[src/shared/prot_elem_regs.svh]
// register map, field positions, reset values and timing figures of the protection element
`ifndef PROT_ELEM_REGS_SVH
`define PROT_ELEM_REGS_SVH

// byte addresses on the register bus
`define PE_CTRL_ADDR      8'h00
`define PE_PICKUP_ADDR    8'h04
`define PE_DELAY_ADDR     8'h08
`define PE_STATUS_ADDR    8'h0c
`define PE_CMD_ADDR       8'h10

// control register fields
`define PE_CTRL_FUNC_LSB  0
`define PE_CTRL_FUNC_MSB  2
`define PE_CTRL_DIR_LSB   3
`define PE_CTRL_DIR_MSB   4
`define PE_CTRL_PH_LSB    5
`define PE_CTRL_PH_MSB    6
`define PE_CTRL_UNDER     7
`define PE_CTRL_CONTACT   8
`define PE_CTRL_RLY_LSB   9
`define PE_CTRL_RLY_MSB   13
`define PE_CTRL_WIDTH     14

// command register fields
`define PE_CMD_LATCH_CLR  0

// reset values
`define PE_CTRL_RST       14'h0000
`define PE_PICKUP_RST     16'hffff
`define PE_DELAY_RST      16'h0000

// timing figures
`define PE_CLK_HZ         50000000
`define PE_POWER_HZ       60
`define PE_MS_PER_S       1000
`define PE_AUX_LAG_MS     5
`define PE_MS_CYCLES      (`PE_CLK_HZ / `PE_MS_PER_S)
`define PE_CONTACT_CYC    ((`PE_CLK_HZ * 2) / `PE_POWER_HZ)
`define PE_AC_CYC         ((`PE_CLK_HZ * 5) / (2 * `PE_POWER_HZ))
`define PE_AUX_CYC        (`PE_AUX_LAG_MS * `PE_MS_CYCLES)

`endif
[src/shared/prot_elem_pkg.sv]
// types shared by the protection element and its bench
package prot_elem_pkg;

  typedef enum logic [2:0] {
    FN_DISABLED,
    FN_ENABLED,
    FN_TRIP,
    FN_TRIP_WITH_RECLOSE,
    FN_ALARM,
    FN_LATCHED_ALARM,
    FN_CONTROL
  } func_t;

  typedef enum logic [1:0] {
    DIR_DISABLED,
    DIR_FORWARD,
    DIR_REVERSE
  } dir_t;

  typedef enum logic [1:0] {
    PH_ANY_ONE,
    PH_ANY_TWO,
    PH_ALL_THREE
  } phase_req_t;

  typedef enum logic [1:0] {
    ST_IDLE,
    ST_DELAY,
    ST_LATENCY,
    ST_OPERATED
  } timer_state_t;

endpackage : prot_elem_pkg

[src/design/prot_elem.sv]
// protection element: pickup compare, phase voting, direction, delay, function outputs
//
// How it works
// - disabled function gives no output at all; enabled runs pickup and timer but drives no relay, trip, alarm or event output
// - trip mode raises trip, drives main trip relay, selected aux relays, trip message
// - trip-with-reclose also asserts initiate toward the autoreclose logic
// - alarm modes raise alarm, drive selected aux relays and alarm message, no trip relay
// - control mode drives selected aux relays only, no trip or alarm
// - trip, reclose, alarm and control outputs are logged as events; others not
// - any subset of aux relays three to seven is selectable
// - over elements pick up above threshold, under elements below it
// - output is held off by the programmed delay after pickup appears
// - contact-driven path adds about two power periods before trip relay
// - instantaneous AC path adds about two and a half power periods
// - aux relays close about five milliseconds after the main trip relay
// - direction disabled ignores the directional element
// - direction forward operates only while flow is forward
// - direction reverse operates only while flow is reverse
// - any-one voting needs at least one phase beyond pickup
// - any-two voting needs two or more phases beyond pickup
// - all-three voting needs every phase beyond pickup
// - comparison only runs while the run permission is one
//
// The register offsets and the AXI4-Lite slave port are this design's own decisions.
`timescale 1ns/100ps
`include "prot_elem_regs.svh"

module prot_elem
  import prot_elem_pkg::*;
#(
  parameter int unsigned MS_CYCLES   = `PE_MS_CYCLES,
  parameter int unsigned CONTACT_CYC = `PE_CONTACT_CYC,
  parameter int unsigned AC_CYC      = `PE_AC_CYC,
  parameter int unsigned AUX_CYC     = `PE_AUX_CYC
) (
  input  wire logic        clk,
  input  wire logic        reset,
  // axi4-lite slave
  input  wire logic [7:0]  s_axi_awaddr,
  input  wire logic        s_axi_awvalid,
  output logic             s_axi_awready,
  input  wire logic [31:0] s_axi_wdata,
  input  wire logic [3:0]  s_axi_wstrb,
  input  wire logic        s_axi_wvalid,
  output logic             s_axi_wready,
  output logic [1:0]       s_axi_bresp,
  output logic             s_axi_bvalid,
  input  wire logic        s_axi_bready,
  input  wire logic [7:0]  s_axi_araddr,
  input  wire logic        s_axi_arvalid,
  output logic             s_axi_arready,
  output logic [31:0]      s_axi_rdata,
  output logic [1:0]       s_axi_rresp,
  output logic             s_axi_rvalid,
  input  wire logic        s_axi_rready,
  // measurement and directional units, same clock
  input  wire logic [15:0] phaseA,
  input  wire logic [15:0] phaseB,
  input  wire logic [15:0] phaseC,
  input  wire logic        runEnable,
  input  wire logic        dirIsForward,
  input  wire logic        dirIsReverse,
  // contact input pin, asynchronous
  input  wire logic        contactIn,
  // outputs toward relays, autoreclose and event recorder
  output logic             tripRelay,
  output logic [4:0]       auxRelays,
  output logic             tripCondition,
  output logic             alarmCondition,
  output logic             recloseInitiate,
  output logic             tripMessage,
  output logic             alarmMessage,
  output logic             eventStrobe,
  output logic [2:0]       eventFunc
);

  ////////////////////////////////////////////////////////////////////////////////
  // registers

  logic [`PE_CTRL_WIDTH-1:0] ctrlR;
  logic [15:0]               pickupR;
  logic [15:0]               delayR;
  logic                      latchClrPulse;

  logic [7:0]  awAddrR;
  logic        awHeldR;
  logic [31:0] wDataR;
  logic [3:0]  wStrbR;
  logic        wHeldR;
  logic        bValidR;
  logic [1:0]  bRespR;
  logic        rValidR;
  logic [31:0] rDataR;
  logic [1:0]  rRespR;

  wire awTake  = s_axi_awvalid && s_axi_awready;
  wire wTake   = s_axi_wvalid && s_axi_wready;
  wire doWrite = awHeldR && wHeldR && !bValidR;
  wire arTake  = s_axi_arvalid && s_axi_arready;

  assign s_axi_awready = !awHeldR && !bValidR;
  assign s_axi_wready  = !wHeldR && !bValidR;
  assign s_axi_bvalid  = bValidR;
  assign s_axi_bresp   = bRespR;
  assign s_axi_arready = !rValidR;
  assign s_axi_rvalid  = rValidR;
  assign s_axi_rdata   = rDataR;
  assign s_axi_rresp   = rRespR;

  wire wrCtrl   = doWrite && (awAddrR == `PE_CTRL_ADDR);
  wire wrPickup = doWrite && (awAddrR == `PE_PICKUP_ADDR);
  wire wrDelay  = doWrite && (awAddrR == `PE_DELAY_ADDR);
  wire wrCmd    = doWrite && (awAddrR == `PE_CMD_ADDR);
  wire wrStatus = doWrite && (awAddrR == `PE_STATUS_ADDR);
  wire wrHit    = wrCtrl || wrPickup || wrDelay || wrCmd || wrStatus;

  // byte-lane merge of the held write data into the control, pickup and delay registers
  logic [31:0] strbMask;
  always_comb begin
    for (int i = 0; i < 4; i++) begin
      strbMask[i*8 +: 8] = {8{wStrbR[i]}};
    end
  end

  wire [31:0] ctrlMerged   = ({{(32-`PE_CTRL_WIDTH){1'b0}}, ctrlR} & ~strbMask)
                             | (wDataR & strbMask);
  wire [31:0] pickupMerged = ({16'h0000, pickupR} & ~strbMask) | (wDataR & strbMask);
  wire [31:0] delayMerged  = ({16'h0000, delayR} & ~strbMask) | (wDataR & strbMask);

  assign latchClrPulse = wrCmd && wStrbR[0] && wDataR[`PE_CMD_LATCH_CLR];

  always_ff @(posedge clk or posedge reset) begin
    if (reset) begin
      awHeldR <= 1'b0;
      awAddrR <= 8'h00;
    end else if (awTake) begin
      awHeldR <= 1'b1;
      awAddrR <= {s_axi_awaddr[7:2], 2'b00};
    end else if (doWrite) begin
      awHeldR <= 1'b0;
    end
  end

  always_ff @(posedge clk or posedge reset) begin
    if (reset) begin
      wHeldR <= 1'b0;
      wDataR <= 32'h00000000;
      wStrbR <= 4'h0;
    end else if (wTake) begin
      wHeldR <= 1'b1;
      wDataR <= s_axi_wdata;
      wStrbR <= s_axi_wstrb;
    end else if (doWrite) begin
      wHeldR <= 1'b0;
    end
  end

  always_ff @(posedge clk or posedge reset) begin
    if (reset) begin
      bValidR <= 1'b0;
      bRespR  <= 2'b00;
    end else if (doWrite) begin
      bValidR <= 1'b1;
      bRespR  <= wrHit ? 2'b00 : 2'b11;
    end else if (s_axi_bready) begin
      bValidR <= 1'b0;
    end
  end

  always_ff @(posedge clk or posedge reset) begin
    if (reset) begin
      ctrlR   <= `PE_CTRL_RST;
      pickupR <= `PE_PICKUP_RST;
      delayR  <= `PE_DELAY_RST;
    end else begin
      if (wrCtrl)
        ctrlR <= ctrlMerged[`PE_CTRL_WIDTH-1:0];
      if (wrPickup)
        pickupR <= pickupMerged[15:0];
      if (wrDelay)
        delayR <= delayMerged[15:0];
    end
  end

  ////////////////////////////////////////////////////////////////////////////////
  // settings decode

  wire [2:0] funcBits = ctrlR[`PE_CTRL_FUNC_MSB:`PE_CTRL_FUNC_LSB];
  func_t      funcSel;
  dir_t       dirSel;
  phase_req_t phSel;
  assign funcSel = (funcBits <= 3'h6) ? func_t'(funcBits) : FN_DISABLED;
  assign dirSel  = dir_t'(ctrlR[`PE_CTRL_DIR_MSB:`PE_CTRL_DIR_LSB]);
  assign phSel   = phase_req_t'(ctrlR[`PE_CTRL_PH_MSB:`PE_CTRL_PH_LSB]);
  wire        underType  = ctrlR[`PE_CTRL_UNDER];
  wire        contactSrc = ctrlR[`PE_CTRL_CONTACT];
  wire [4:0]  relaySel   = ctrlR[`PE_CTRL_RLY_MSB:`PE_CTRL_RLY_LSB];

  ////////////////////////////////////////////////////////////////////////////////
  // measuring element

  logic contactMeta;
  logic contactSync;
  always_ff @(posedge clk or posedge reset) begin
    if (reset) begin
      contactMeta <= 1'b0;
      contactSync <= 1'b0;
    end else begin
      contactMeta <= contactIn;
      contactSync <= contactMeta;
    end
  end

  wire [15:0] phaseVal [3];
  assign phaseVal[0] = phaseA;
  assign phaseVal[1] = phaseB;
  assign phaseVal[2] = phaseC;

  logic [2:0] beyond;
  for (genvar p = 0; p < 3; p++) begin : g_phase
    assign beyond[p] = runEnable && (underType ? (phaseVal[p] < pickupR)
                                               : (phaseVal[p] > pickupR));
  end

  wire [1:0] beyondCount = 2'(beyond[0]) + 2'(beyond[1]) + 2'(beyond[2]);

  logic voteOk;
  always_comb begin
    case (phSel)
      PH_ANY_ONE:   voteOk = beyondCount >= 2'd1;
      PH_ANY_TWO:   voteOk = beyondCount >= 2'd2;
      PH_ALL_THREE: voteOk = beyondCount == 2'd3;
      default:      voteOk = 1'b0;
    endcase
  end

  logic dirOk;
  always_comb begin
    case (dirSel)
      DIR_DISABLED: dirOk = 1'b1;
      DIR_FORWARD:  dirOk = dirIsForward;
      DIR_REVERSE:  dirOk = dirIsReverse;
      default:      dirOk = 1'b0;
    endcase
  end

  // contact source still needs run permission but skips compare and direction
  wire srcActive = contactSrc ? (contactSync && runEnable) : (voteOk && dirOk);
  wire pickupNow = srcActive && (funcSel != FN_DISABLED);

  ////////////////////////////////////////////////////////////////////////////////
  // delay timer: programmed ms delay, then path latency

  timer_state_t stateR;
  timer_state_t stateNxt;
  logic [31:0]  cycR;
  logic [31:0]  cycNxt;
  logic [15:0]  msR;
  logic [15:0]  msNxt;

  wire [31:0] latencyCyc = contactSrc ? CONTACT_CYC : AC_CYC;
  wire        msTick     = (cycR == MS_CYCLES - 1);

  always_comb begin
    stateNxt = stateR;
    cycNxt   = cycR;
    msNxt    = msR;
    if (!pickupNow) begin
      stateNxt = ST_IDLE;
      cycNxt   = 32'h00000000;
      msNxt    = 16'h0000;
    end else begin
      case (stateR)
        ST_IDLE: begin
          stateNxt = (delayR == 16'h0000) ? ST_LATENCY : ST_DELAY;
          cycNxt   = 32'h00000000;
          msNxt    = 16'h0000;
        end
        ST_DELAY: begin
          cycNxt = msTick ? 32'h00000000 : cycR + 32'h00000001;
          if (msTick) begin
            msNxt = msR + 16'h0001;
            if (msR + 16'h0001 == delayR)
              stateNxt = ST_LATENCY;
          end
        end
        ST_LATENCY: begin
          cycNxt = cycR + 32'h00000001;
          if (cycR + 32'h00000001 >= latencyCyc) begin
            stateNxt = ST_OPERATED;
            cycNxt   = 32'h00000000;
          end
        end
        ST_OPERATED: begin
          if (cycR < AUX_CYC)
            cycNxt = cycR + 32'h00000001;
        end
        default: stateNxt = ST_IDLE;
      endcase
    end
  end

  always_ff @(posedge clk or posedge reset) begin
    if (reset) begin
      stateR <= ST_IDLE;
      cycR   <= 32'h00000000;
      msR    <= 16'h0000;
    end else begin
      stateR <= stateNxt;
      cycR   <= cycNxt;
      msR    <= msNxt;
    end
  end

  wire operated = (stateR == ST_OPERATED);
  wire auxReady = operated && (cycR >= AUX_CYC);

  ////////////////////////////////////////////////////////////////////////////////
  // function outputs

  wire isTrip    = (funcSel == FN_TRIP) || (funcSel == FN_TRIP_WITH_RECLOSE);
  wire isAlarm   = (funcSel == FN_ALARM) || (funcSel == FN_LATCHED_ALARM);
  wire isControl = (funcSel == FN_CONTROL);
  wire isLogged  = isTrip || isAlarm || isControl;

  // latch survives pickup loss; a new alarm in the clear cycle keeps it set
  logic latchR;
  wire  latchSet = operated && (funcSel == FN_LATCHED_ALARM);
  always_ff @(posedge clk or posedge reset) begin
    if (reset)
      latchR <= 1'b0;
    else if (latchSet)
      latchR <= 1'b1;
    else if (latchClrPulse || funcSel != FN_LATCHED_ALARM)
      latchR <= 1'b0;
  end

  wire alarmHold = latchR && (funcSel == FN_LATCHED_ALARM);
  wire tripNxt   = operated && isTrip;
  wire alarmNxt  = (operated && isAlarm) || alarmHold;
  wire drvAux    = (auxReady && (isTrip || isControl || isAlarm))
                   || (alarmHold && !operated);
  logic operatedD;

  always_ff @(posedge clk or posedge reset) begin
    if (reset) begin
      tripRelay       <= 1'b0;
      auxRelays       <= 5'h00;
      tripCondition   <= 1'b0;
      alarmCondition  <= 1'b0;
      recloseInitiate <= 1'b0;
      tripMessage     <= 1'b0;
      alarmMessage    <= 1'b0;
      eventStrobe     <= 1'b0;
      eventFunc       <= 3'h0;
      operatedD       <= 1'b0;
    end else begin
      tripRelay       <= tripNxt;
      auxRelays       <= drvAux ? relaySel : 5'h00;
      tripCondition   <= tripNxt;
      alarmCondition  <= alarmNxt;
      recloseInitiate <= tripNxt && (funcSel == FN_TRIP_WITH_RECLOSE);
      tripMessage     <= tripNxt;
      alarmMessage    <= alarmNxt;
      operatedD       <= operated;
      eventStrobe     <= operated && !operatedD && isLogged;
      eventFunc       <= funcBits;
    end
  end

  ////////////////////////////////////////////////////////////////////////////////
  // register read

  wire [31:0] statusWord = {16'h0000, 3'b000, auxRelays, stateR, recloseInitiate,
                            alarmCondition, tripCondition, tripRelay, operated, pickupNow};

  always_ff @(posedge clk or posedge reset) begin
    if (reset) begin
      rValidR <= 1'b0;
      rDataR  <= 32'h00000000;
      rRespR  <= 2'b00;
    end else if (arTake) begin
      rValidR <= 1'b1;
      rRespR  <= 2'b00;
      case ({s_axi_araddr[7:2], 2'b00})
        `PE_CTRL_ADDR:   rDataR <= {{(32-`PE_CTRL_WIDTH){1'b0}}, ctrlR};
        `PE_PICKUP_ADDR: rDataR <= {16'h0000, pickupR};
        `PE_DELAY_ADDR:  rDataR <= {16'h0000, delayR};
        `PE_STATUS_ADDR: rDataR <= statusWord;
        `PE_CMD_ADDR:    rDataR <= 32'h00000000;
        default: begin
          rDataR <= 32'h00000000;
          rRespR <= 2'b11;
        end
      endcase
    end else if (s_axi_rready) begin
      rValidR <= 1'b0;
    end
  end

endmodule : prot_elem

[config.mk]
export PLATFORM = sky130hd
export DESIGN_NAME = prot_elem
export DESIGN_NICKNAME = d
export VERILOG_FILES = /design/src/shared/prot_elem_pkg.sv /design/src/design/prot_elem.sv
export VERILOG_INCLUDE_DIRS = /design/src /design/src/shared
export SDC_FILE = /design/constraint.sdc
export NUM_CORES = 1
export LEC_CHECK = 0
export BUFFER_PORTS_ARGS = -buffer_cell sky130_fd_sc_hd__buf_2
export CAP_MARGIN = 20
export CELL_PAD_IN_SITES_DETAIL_PLACEMENT = 2
export CELL_PAD_IN_SITES_GLOBAL_PLACEMENT = 2
export CORE_MARGIN = 2
export CORE_UTILIZATION = 25
export DETAILED_ROUTE_END_ITERATION = 8
export GPL_ROUTABILITY_DRIVEN = 0
export PLACE_DENSITY = 0.66
export SLEW_MARGIN = 40
export SYNTH_ARGS = -nofsm -noshare
export SYNTH_HDL_FRONTEND = slang
export SYNTH_SLANG_ARGS = --single-unit
[constraint.sdc]
create_clock -name clk -period 4.7 [get_ports clk]
set_input_delay 0.235 -clock clk [delete_from_list [all_inputs] [get_ports clk]]
set_output_delay 0.235 -clock clk [all_outputs]
set_load 0.01 [all_outputs]
# == Word-level counts from Yosys, hierarchy flattened ==
# Index checks and enable logic that the tools add are counted.
# op_classes
n_addsub,4
n_mul,0
div_mod_pow,0
magnitude_cmp,12
n_eq_ne,30
shift,0
mux,35
n_bitwise,8
n_reduce_logical,64
# ops
operator,n
2-to-1 mux 32 bit,4
one-hot mux 32 bit (4 select lines),1
one-hot mux 16 bit (4 select lines),1
bitwise AND 16 bit,3
> comparator 16 bit,3
less-than comparator 16 bit,3
"adder 32 x 1 -> 32 bit, second input constant",1
"equality test 32 x 16 -> 1 bit, second input constant",1
">= comparator 32 x 18 -> 1 bit, second input constant",1
>= comparator 32 x 21 -> 1 bit,1
"less-than comparator 32 x 18 -> 1 bit, second input constant",1
2-to-1 mux 16 bit,2
OR 16 bit,2
one-hot mux 16 bit (2 select lines),1
logical AND 1 bit,30
"equality test 6 x 2 -> 1 bit, second input constant",4
2-to-1 mux 19 bit,1
"adder 16 x 1 -> 16 bit, second input constant",1
equality test 16 bit,1
zero test 16 bit,1
inverter 16 bit,1
bitwise AND 14 bit,1
2-to-1 mux 2 bit,7
OR 14 bit,1
other kinds (30),80
# word_totals
register_bits,176
latch_bits,0
mem_bits_rw,0
mem_bits_ro,0
out_inout_bits,56
word_cells,179
memories,0

# == Logic depth before layout (Yosys ltp) ==
# Gate-level depths: netlist (run 1).
# logic_depth
depth_word,12
depth_mapped,21
mapped_depth_nobuf,19

# == Worst setup path after synthesis (run 1) ==
# Ideal clock, no wire load.
# synth_timing
path_type,register to register
startpoint,register with a tool-made name
endpoint,register cycR[13]
setup_time_ns,0.136
arrival_ns,4.273
t_required_ns,4.564
path_slack_ns,0.291
path_stages_with_launch,21
path_cell_list,dfstp_2 -> inv_1 -> ha_1 -> a21o_1 -> a21o_1 -> a21oi_1 -> nor2_1 -> a2111oi_0 -> and3_1 -> o21ai_0 -> fa_1 -> o22ai_1 -> and3_1 -> a32oi_1 -> a2111o_1 -> nand2b_1 -> clkbuf_1 -> clkbuf_1 -> nor2_1 -> a221oi_1 -> o31ai_1
# synth_lines
element,line_no,rtl
"end signal, assigned",prot_elem.sv:310,cycR <= cycNxt;
"end, declared",prot_elem.sv:256,logic [31:0] cycR;

==> impl_metrics.csv, run 1 <==
group,metric,value,unit
sta,finalCritPeriodShare,96.61,%
min_path,min_path_type,"input pin to flip-flop",
layout,design_area,12470,um2
detailed_routing,wl_met3,988,um
logic_synthesis,yosys-top-cells-count,"dfrtp_1 (142), nand2_1 (115), ha_1 (69)",
placed_design,hpwl,26.03,mm
clock_network,numCtsBuffers,17,
critical_path,critPathMostFrequentCell,"o21a_1",
global_routing,grt_first_pass_wirelength,55.75,mm
floorplanning,core,40740,um2
detailed_routing,top_layer,"met4",
detailed_routing,drt_iter0_markers,307,
run,cap_viol_max_count,0,
clock_network,clock_tree.buffer_depth,2,
layout,area_delta_synth_final,21.32,%
layout,n_fill_cell,4533,
sta,slew_headroom,46.13,%
critical_path,worstPathCellList,"inv_4 -> ha_4 -> nor2b_1 -> o21a_1 -> o21a_1 -> o21a_1 -> o21a_1 -> o2111ai_2 -> nand4_1 -> mux2i_2 -> fa_1 -> o22ai_1 -> and3_4 -> a32oi_4 -> a2111o_1 -> nor4_4 -> a21oi_4 -> buf_12 -> o41ai_2",
floorplanning,num_rows,74,
global_routing,grt_pass1_vias,9683,
layout,instances_no_fill,1752,
logic_synthesis,ys_ff_latch,158,
power_and_ir_drop,intPower,3.115,mW
detailed_routing,finalWirelength,35.32,mm
layout,multi_input_area,6052,um2
layout,drive_above_1_share,26.99,%
status,status,"finished, final reports clean",
logic_synthesis,netlist.area_leader.share,34.58,%
global_routing,antenna_found_initial,1,
power_and_ir_drop,p_per_area,390.5,nW/um2
critical_path,critical-path-max-stage-delay,0.56,ns
sta,period_minus_slack,4.541,ns
logic_synthesis,yosys-top-cells-area,"dfrtp_1 (35%), ha_1 (8.4%), mux2_2 (6.0%), nand2_1 (4.2%), dfstp_2 (4.1%)",
critical_path,crit_type,"flip-flop to flip-flop",
clock_network,insertion_delay,0.45,ns
critical_path,cp-start-kind,"flip-flop",
sta,clock_skew,0.01180,ns
clock_network,cts-root-buf,"clkbuf_16",
floorplanning,start_util,25.23,%
logic_synthesis,syn_avg_cell_area,9.411,um2
detailed_routing,drcViolationCount,0,
sta,worst_slew_pin_slew,0.7995,ns
floorplanning,die_x,206.8,um
power_and_ir_drop,p_sw,1.754,mW
logic_synthesis,synthArstFlopShare,100.0,%
logic_synthesis,synth.largest_area_cell,"dfrtp_1",
logic_synthesis,netlist_instances,1092,
clock_network,cts_sinks,158,
detailed_routing,avgViaCountPerCell,5.022,
power_and_ir_drop,pwr-share-comb,31.4,%
clock_network,clk_pin_slew_worst_paths,0.07,ns
placed_design,placed_cell_area,11480,um2
global_routing,grt_remaining_overflow,0,
detailed_routing,antenna_left,0,
placed_design,port-buffer-count,128,
placed_design,dp_cells,1710,
critical_path,critPathArrivalTime,4.88,ns
logic_synthesis,synth_cell_type_count,72,
critical_path,cp.required,5.04,ns
power_and_ir_drop,worst_ir_drop_vdd,199.5,uV
clock_network,tritoncts,"done",
detailed_routing,first_pass_iters,5,
sta,hold_viol,0,
critical_path,end_kind,"flip-flop",
floorplanning,ios,167,
power_and_ir_drop,power,4.869,mW
critical_path,critPathMaxFanout,11,
clock_network,htreeDepth,4,
layout,nNetsFinal,1388,
detailed_routing,wl_per_cell,20.16,um
power_and_ir_drop,leakagePower,5.387,nW
logic_synthesis,yosys_warnings,0,
power_and_ir_drop,sw_frac_of_total,36.02,%
logic_synthesis,synth_edf_count,0,
layout,ff_latch_area,3974,um2
detailed_routing,wl_met1,16.27,mm
detailed_routing,met2_length,17.72,mm
logic_synthesis,ys_seq_area_share,38.67,%
floorplanning,dieArea,42750,um2
critical_path,worst_path_max_delay_cell,"dfstp_2",
global_routing,grt_max_degree,92,
sta,maxSlewViolCount,0,
global_routing,grtUsageTotal,16.86,%
sta,grt_setup_unrepaired,"true",
floorplanning,dieHeight,206.8,um
logic_synthesis,ys.flop_type,"dfrtp_1",
power_and_ir_drop,p_seq_share,40.4,%
power_and_ir_drop,pwr-share-clk,28.1,%
sta,setup_viol,0,
logic_synthesis,netlist_area,10280,um2
logic_synthesis,post-synth-top-count-cell,"dfrtp_1",
detailed_routing,num_vias,8799,
min_path,hold_path.startpoint,"s_axi_wdata[4]",
sta,fmax,0.2202,GHz
## worst paths after layout
| path | to | cells past startpoint | slack [ns] |
|---|---|---|---|
| hold reg to reg | contactSync$_DFF_PP0_ | 0 | 0.36 |
| hold / removal | wDataR[4]$_DFFE_PP0P_ | 2 | 0.03 |
| setup / recovery | cycR[22]$_DFFE_PP0P_ | 19 | 0.16 |
| max in group asynchronous | async pin | 4 | 3.27 |
| min in group asynchronous | msR[9]$_DFFE_PP0P_ | 3 | 0.45 |
| setup reg to reg | cycR[22]$_DFFE_PP0P_ | 19 | 0.16 |
## routing by layer
metal,global-route usage (%),up-vias
met5,0,-
met4,4.027,0
met3,2.151,21
met2,29.77,113
met1,21.83,4489
li1,-,4176
## worst max-delay path, delay by kind of cell, from the launching register on
kind            cells  cell delay (ns)
compound gates     10             1.88
fa+ha+maj           2             0.66
buf+inv             2             0.24
flops               1             0.56
mux                 1             0.24
simple gates        4             0.84
## cells in the final DEF, fill, tap and decap left out, types with 15 or more instances in the layout
master	instances
nor2_1	65
o21ai_0	60
o31ai_1	18
nand4_1	25
nor4_1	15
conb_1	16
a21oi_1	25
buf_4	20
nand2_1	115
dfrtp_1	142
nor3_1	18
xnor2_1	28
nand3_1	34
mux2_2	55
clkbuf_16	18
mux2i_1	16
dfstp_2	16
inv_1	50
and3_1	16
ha_1	65
buf_2	128
and2_1	15
## per-stage QoR
step / hold WS (ns) / util [%] / setup WS (ns) / TNS, ns
after floorplan: 0.2664 / - / 0.2283 / 0
final: 0.02516 / 30.61 / 0.1592 / 0
after detailed placement: 0.3550 / 28.19 / -0.3723 / -13.58
after global routing: 0.01510 / 30.61 / -0.03770 / -0.3705
after global placement: 0.3391 / 28.14 / 0.01262 / 0
after CTS: 0.0009131 / 29.79 / 0.01577 / 0
## cell type report
cell class                 instances  area share, %
antenna                            1        0.02007
clock buffer                      19          3.552
clock inverter                    12         0.8931
inverter                          53          1.676
multi-input combinational        813          48.54
sequential                       158          31.87
tap                              532          5.339
timing repair buffer             164          8.108
## power by group through the flow
stage	combinational [mW]	sequential, mW	clock (mW)
2_1_floorplan	0.970	1.86	0
3_5_place_dp	1.43	2.00	0
4_1_cts	1.47	1.97	1.42
6_report	1.53	1.97	1.37
3_3_place_gp	1.37	1.98	0
5_1_grt	1.71	2.02	1.46
## cells by family (layout without fill, tap and decap cells)
kind of cell	count (synthesis)	in the layout	synth area share, %
other cells	1	17	0.03649
xor+xnor	42	42	3.579
buf+inv	136	248	6.136
mux	75	75	8.339
compound gates	234	234	15.75
flops	158	158	38.67
fa+ha+maj	70	70	8.595
simple gates	376	376	18.89
## what timing repair did
action | in CTS | in global routing
gates cloned | 0 | 2
resized for setup | 6 | 55
setup endpoints to repair | 51 | 48
endpoints found under the hold margin | 84 | 0
pin swaps | 1 | 18
setup buffers | 1 | 1
hold buffers | 7 | 0
Power figures use the tool's default switching activity.
==> run 2, diff against run 1 <==
--- a/config.mk
+++ b/config.mk
@@ -14,7 +14,8 @@
 export CORE_UTILIZATION = 25
 export DETAILED_ROUTE_END_ITERATION = 8
 export GPL_ROUTABILITY_DRIVEN = 0
-export PLACE_DENSITY = 0.66
+export MAX_ROUTING_LAYER = met4
+export PLACE_DENSITY = 0.63
 export SLEW_MARGIN = 40
 export SYNTH_ARGS = -nofsm -noshare
 export SYNTH_HDL_FRONTEND = slang
==> constraint.sdc (replaced) <==
create_clock -name clk -period 5.6 [get_ports clk]
set_input_delay 0.28 -clock clk [delete_from_list [all_inputs] [get_ports clk]]
set_output_delay 0.28 -clock clk [all_outputs]
set_load 0.01 [all_outputs]
==> run 2 against run 1 <==
Die area did not move. Register-to-register slack improved by 0.46 ns. Clock-buffer cell count fell by 2. Clock power fell by 14%. Utilization fell by 1.1 points. First-iteration DRC count rose by 2.6%. Via count fell by 0.73%. Sequential share of layout area rose by 1.1 points. Sequential power fell by 16%. Maximum frequency fell by 8.8%. Clock skew fell by 0.0018 ns. Cell count fell by 0.74%. Critical endpoint is now cycR[16]$_DFFE_PP0P_.
==> impl_metrics.csv, run 2 (synthesis gave the netlist of run 1 again) <==
group,metric,value,unit
status,status,"finished, final reports clean",
clock_network,tritoncts,"done",
detailed_routing,avgViaCountPerCell,5.023,
clock_network,cts_resized,0,
clock_network,clock_tree.buffer_depth,2,
min_path,min_path_type,"input pin to flip-flop",
global_routing,antenna_found_initial,2,
sta,finalSetupTns,0,ns
clock_network,clk_pin_slew_worst_paths,0.08,ns
sta,clock_skew,0.009982,ns
sta,setup_viol,0,
layout,area_delta_synth_final,17.13,%
detailed_routing,wl_per_cell,19.85,um
sta,grt_setup_unrepaired,"false",
sta,maxSlewViolCount,0,
layout,nNetsFinal,1373,
clock_network,htreeDepth,4,
floorplanning,start_util,25.23,%
placed_design,place_ws,0.6090,ns
sta,setup_ws,0.6207,ns
floorplanning,die_x,206.8,um
critical_path,critPathTopFamily,"compound AO/OA/AOI/OAI gates",
detailed_routing,antenna_left,0,
power_and_ir_drop,leakagePower,5.212,nW
global_routing,grtUsageTotal,17.25,%
detailed_routing,first_pass_iters,4,
critical_path,worst_path_max_delay_cell,"a2111o_1",
critical_path,path_buf_inv,3,
clock_network,cts-root-buf,"clkbuf_16",
floorplanning,dieHeight,206.8,um
layout,layout_common_cells,"dfrtp_1 (142), buf_2 (128), nand2_1 (115)",
power_and_ir_drop,worst_ir_drop_vdd,207.2,uV
run,cap_viol_max_count,0,
critical_path,critPathMaxFanout,12,
critical_path,critPathArrivalTime,5.33,ns
sta,period_minus_slack,4.979,ns
sta,hold_viol,0,
floorplanning,dieArea,42750,um2
sta,fmax,0.2008,GHz
sta,worst_slew_pin_slew,0.7643,ns
floorplanning,core,40740,um2
clock_network,numCtsBuffers,17,
detailed_routing,drcViolationCount,0,
placed_design,placed_cell_area,11390,um2
critical_path,crit_type,"flip-flop to flip-flop",
sta,slew_headroom,48.51,%
sta,finalCritPeriodShare,88.92,%
global_routing,grt_pass1_vias,9386,
critical_path,worstPathCellList,"inv_1 -> ha_1 -> a21o_1 -> a21o_1 -> a21oi_1 -> nor2_1 -> a2111oi_0 -> buf_4 -> a211oi_1 -> o21ai_0 -> fa_1 -> o22ai_1 -> and3_1 -> a32oi_1 -> a2111o_1 -> nor4_1 -> a21oi_2 -> buf_4 -> o41ai_1",
layout,design_area,12040,um2
clock_network,insertion_delay,0.47,ns
floorplanning,ios,167,
detailed_routing,finalWirelength,34.53,mm
critical_path,critical-path-max-stage-delay,0.58,ns
layout,layout_commonest_cell,"dfrtp_1",
detailed_routing,num_vias,8735,
critical_path,cp-start-kind,"flip-flop",
layout,drive_above_1_share,22.99,%
placed_design,hpwl,25.88,mm
critical_path,end_kind,"flip-flop",
global_routing,grt_remaining_overflow,0,
clock_network,cts_sinks,158,
detailed_routing,drt_iter0_markers,315,
floorplanning,num_rows,74,
placed_design,port-buffer-count,128,
power_and_ir_drop,p_per_area,330.7,nW/um2
min_path,hold_path.startpoint,"s_axi_wdata[5]",
critical_path,cp.required,5.95,ns
global_routing,grt_first_pass_wirelength,54.53,mm
clock_network,cts_setup_buffers,0,
global_routing,grt_max_degree,98,
run 2: cell count changes in the layout (fill, tap and decap cells not counted), sizes merged, moves of 2 or more:
cell | before | now
dlygate4sd3 | 7 | 4
clkinvlp | 0 | 2
clkbuf | 20 | 17
buf | 156 | 145
clkinv | 7 | 4
inv | 57 | 62
run 2: layout make-up:
class                   count  area [um2]
flip-flops and latches    158        3974
fillers                  4603       28700
inverters                  53       206.4
clock inverters            15       147.6
multi-input cells         813        5744
diodes                      2       5.005
well taps                 532       665.6
repair buffers            149       869.6
clock buffers              17       425.4
run 2: layer usage:
| layer | share of wire [%] | global-route usage (%) | up-vias |
|---|---|---|---|
| met5 | 0 | - | - |
| met4 | 0.89 | 3.799 | 0 |
| met1 | 47 | 21.77 | 4471 |
| met2 | 50 | 28.91 | 94 |
| li1 | - | - | 4149 |
| met3 | 3.0 | 2.998 | 21 |
run 2: metrics by stage:
| stage | cells | power [mW] | util, % | hold slack, ns |
|---|---|---|---|---|
| 2_1_floorplan | 1107 | 2.376 | - | 0.3114 |
| 3_3_place_gp | 1700 | 2.784 | 27.93 | 0.3385 |
| 3_5_place_dp | 1700 | 2.834 | 27.95 | 0.3477 |
| 4_1_cts | 1736 | 4.050 | 29.46 | 0.01776 |
| 5_1_grt | 1739 | 4.246 | 29.55 | 0.02467 |
| 6_report | 1739 | 3.981 | 29.55 | 0.04417 |
run 2: worst paths after layout:
path                                          to  slack [ns]  depth (start not counted)
setup reg to reg            cycR[16]$_DFFE_PP0P_        0.62                         19
hold reg to reg            contactSync$_DFF_PP0_        0.37                          0
setup / recovery            cycR[16]$_DFFE_PP0P_        0.62                         19
max in group asynchronous              async pin        4.09                          5
min in group asynchronous    msR[11]$_DFFE_PP0P_        0.33                          3
hold / removal             wDataR[5]$_DFFE_PP0P_        0.04                          2
run 2: timing repair:
| item | in CTS | in global routing |
|---|---|---|
| hold endpoints to repair | 41 | 0 |
| setup endpoints to repair | 0 | 0 |
| hold buffers | 4 | 0 |
run 2: power breakdown:
part,leakage (nW),total [mW],switching [mW],internal [mW]
sequential,2.07,1.66,0.276,1.39
combinational,2.86,1.14,0.612,0.530
clock,0.279,1.18,0.585,0.592
total,5.21,3.98,1.47,2.51
==> run 3, diff against run 2 <==
--- a/config.mk
+++ b/config.mk
@@ -10,12 +10,13 @@
 export CAP_MARGIN = 20
 export CELL_PAD_IN_SITES_DETAIL_PLACEMENT = 2
 export CELL_PAD_IN_SITES_GLOBAL_PLACEMENT = 2
-export CORE_MARGIN = 2
+export CORE_MARGIN = 1
 export CORE_UTILIZATION = 25
 export DETAILED_ROUTE_END_ITERATION = 8
 export GPL_ROUTABILITY_DRIVEN = 0
 export MAX_ROUTING_LAYER = met4
 export PLACE_DENSITY = 0.63
+export SKIP_LAST_GASP = 1
 export SLEW_MARGIN = 40
 export SYNTH_ARGS = -nofsm -noshare
 export SYNTH_HDL_FRONTEND = slang
==> constraint.sdc (replaced) <==
create_clock -name clk -period 4.7 [get_ports clk]
set_input_delay 0.235 -clock clk [delete_from_list [all_inputs] [get_ports clk]]
set_output_delay 0.235 -clock clk [all_outputs]
set_load 0.01 [all_outputs]
==> run 3 against run 2 <==
Utilization rose by 1.8 points. Non-clock buffer count up 26. Combinational power is 34% higher. Sequential power is 19% higher. Critical path depth up 1. Register-to-register slack worse by 0.50 ns. Clock power rose by 16%. Worst setup slack lost 0.50 ns. Clock-buffer cell count is 1 higher. Die area decreased by 1.9%. Critical path type unchanged. Largest power group unchanged.
==> impl_metrics.csv, run 3 (synthesis gave the netlist of run 1 again) <==
group,metric,value,unit
status,status,"finished, final reports clean",
detailed_routing,met2_length,17.00,mm
detailed_routing,top_layer,"met4",
detailed_routing,drcViolationCount,0,
sta,clock_skew,0.01102,ns
layout,post-route-util,31.30,%
global_routing,grt_pass1_vias,9769,
global_routing,antenna_found_initial,1,
min_path,hold_end,"wStrbR[1]$_DFFE_PP0P_",
detailed_routing,first_pass_iters,4,
detailed_routing,num_vias,8889,
power_and_ir_drop,worst_ir_drop_vdd,267.6,uV
detailed_routing,finalWirelength,34.65,mm
clock_network,numCtsBuffers,17,
critical_path,reg2reg_depth,20,
clock_network,insertion_delay,0.46,ns
sta,setup_ws,0.1181,ns
critical_path,critPathMostFrequentCell,"o21a_1",
global_routing,grtUsageTotal,17.55,%
clock_network,cts-root-buf,"clkbuf_16",
floorplanning,start_util,25.63,%
critical_path,critical-path-max-stage-delay,0.60,ns
global_routing,grt_first_pass_wirelength,55.05,mm
sta,maxSlewViolCount,0,
clock_network,clock_tree.buffer_depth,2,
power_and_ir_drop,leakagePower,5.396,nW
sta,hold_viol,0,
placed_design,place_ws,-0.3077,ns
floorplanning,dieHeight,204.8,um
layout,nNetsFinal,1399,
detailed_routing,antenna_left,0,
critical_path,cp-start-kind,"flip-flop",
floorplanning,num_rows,73,
run,cap_viol_max_count,0,
floorplanning,ios,167,
floorplanning,dieArea,41920,um2
clock_network,clk_pin_slew_worst_paths,0.07,ns
sta,worst_slew_pin_slew,0.8127,ns
min_path,hold_path.startpoint,"s_axi_wstrb[1]",
sta,setup_viol,0,
sta,fmax,0.2183,GHz
sta,slew_headroom,45.24,%
critical_path,cp.required,5.03,ns
detailed_routing,wl_met1,16.17,mm
critical_path,end_kind,"flip-flop",
critical_path,critPathMaxFanout,7,
floorplanning,die_x,204.8,um
critical_path,critPathArrivalTime,4.92,ns
detailed_routing,drt_iter0_markers,332,
sta,grt_setup_unrepaired,"true",
layout,layout_common_cells,"dfrtp_1 (142), buf_2 (128), nand2_1 (115)",
layout,layout_commonest_cell,"dfrtp_1",
layout,area_delta_synth_final,22.12,%
critical_path,crit_type,"flip-flop to flip-flop",
sta,whs,0.02457,ns
clock_network,cts_sinks,158,
min_path,min_path_type,"input pin to flip-flop",
critical_path,rr_endpoint,"cycR[2]$_DFFE_PP0P_",
clock_network,tritoncts,"done",
critical_path,worst_path_max_delay_cell,"fa_2",
sta,finalCritPeriodShare,97.49,%
global_routing,grt_max_degree,90,
critical_path,ff2ff_setup_slack,0.12,ns
placed_design,port-buffer-count,128,
detailed_routing,avgViaCountPerCell,5.059,
layout,drive_above_1_share,26.56,%
detailed_routing,wl_per_cell,19.72,um
critical_path,worstPathCellList,"inv_4 -> ha_4 -> nor2b_4 -> o21a_1 -> o21a_1 -> o21a_1 -> o21a_1 -> o2111ai_2 -> nand4_1 -> mux2i_2 -> fa_2 -> o22ai_2 -> and3_4 -> a32oi_4 -> a2111o_1 -> and2b_2 -> a21oi_4 -> buf_6 -> buf_6 -> o21ai_1",
detailed_routing,wl_met3,977,um
placed_design,hpwl,25.82,mm
floorplanning,core,40100,um2
global_routing,grt_remaining_overflow,0,
sta,period_minus_slack,4.582,ns
power_and_ir_drop,p_per_area,388.4,nW/um2
min_path,hold_depth,2,
clock_network,htreeDepth,4,
[run 3: cell types whose count changed in the layout (fill, tap and decap cells not counted), sizes merged]
cell         delta
inv             -1
buf            +11
dlygate4sd3    +15
clkbuf          +1
diode           -1
[run 3: worst max-delay path, delay by kind of cell (launching register included)]
family	cells	cell delay, ns
buf+inv	3	0.38
fa+ha+maj	2	0.81
compound gates	10	1.75
simple gates	4	0.77
mux	1	0.19
flops	1	0.55
[run 3: area by class of cell]
class                   instances  area (um2)
repair buffers                175        1139
diodes                          1       2.502
flip-flops and latches        158        3974
multi-input cells             813        6010
fillers                      4474       27550
inverters                      53       206.4
well taps                     525       656.9
clock inverters                14       123.9
clock buffers                  18       439.2
[run 3: report_power, final]
| part | switching, mW | internal (mW) |
|---|---|---|
| combinational | 0.796 | 0.737 |
| sequential | 0.316 | 1.65 |
| clock | 0.664 | 0.709 |
| total | 1.78 | 3.10 |
[run 3: how the worst max path moves through the flow]
stage	to	cells past startpoint	slack [ns]	startpoint
2_1_floorplan	async pin	1	0.23	reset
3_3_place_gp	cycR[28]$_DFFE_PP0P_	19	-0.08	flip-flop
3_5_place_dp	cycR[28]$_DFFE_PP0P_	19	-0.31	flip-flop
4_1_cts	cycR[21]$_DFFE_PP0P_	20	0.01	flip-flop
5_1_grt	cycR[30]$_DFFE_PP0P_	19	-0.06	flip-flop
6_report	cycR[2]$_DFFE_PP0P_	20	0.12	flip-flop
[run 3: what timing repair did]
| item | CTS | global route |
|---|---|---|
| cloned | 1 | 0 |
| setup buffers | 1 | 1 |
| pin swaps | 2 | 13 |
| resized for setup | 11 | 47 |
| endpoints found under the setup margin | 48 | 50 |
| hold buffers | 19 | 0 |
| endpoints found under the hold margin | 76 | 0 |
[run 3: per-stage QoR]
stage               instance area, um2  power [mW]  TNS, ns  std cells
floorplan                        10330       2.831        0       1107
global placement                 11440       3.355  -0.6993       1701
detailed placement               11480       3.430   -7.511       1702
CTS                              12290       4.870        0       1755
global route                     12550       5.192  -0.4788       1757
finish                           12550       4.875        0       1757
[run 3: layer usage]
layer  up-vias  GRT usage, %
met5         -             -
met4         0         5.197
met3        36         2.784
met2       120         29.31
met1      4542         21.67
li1       4191             -
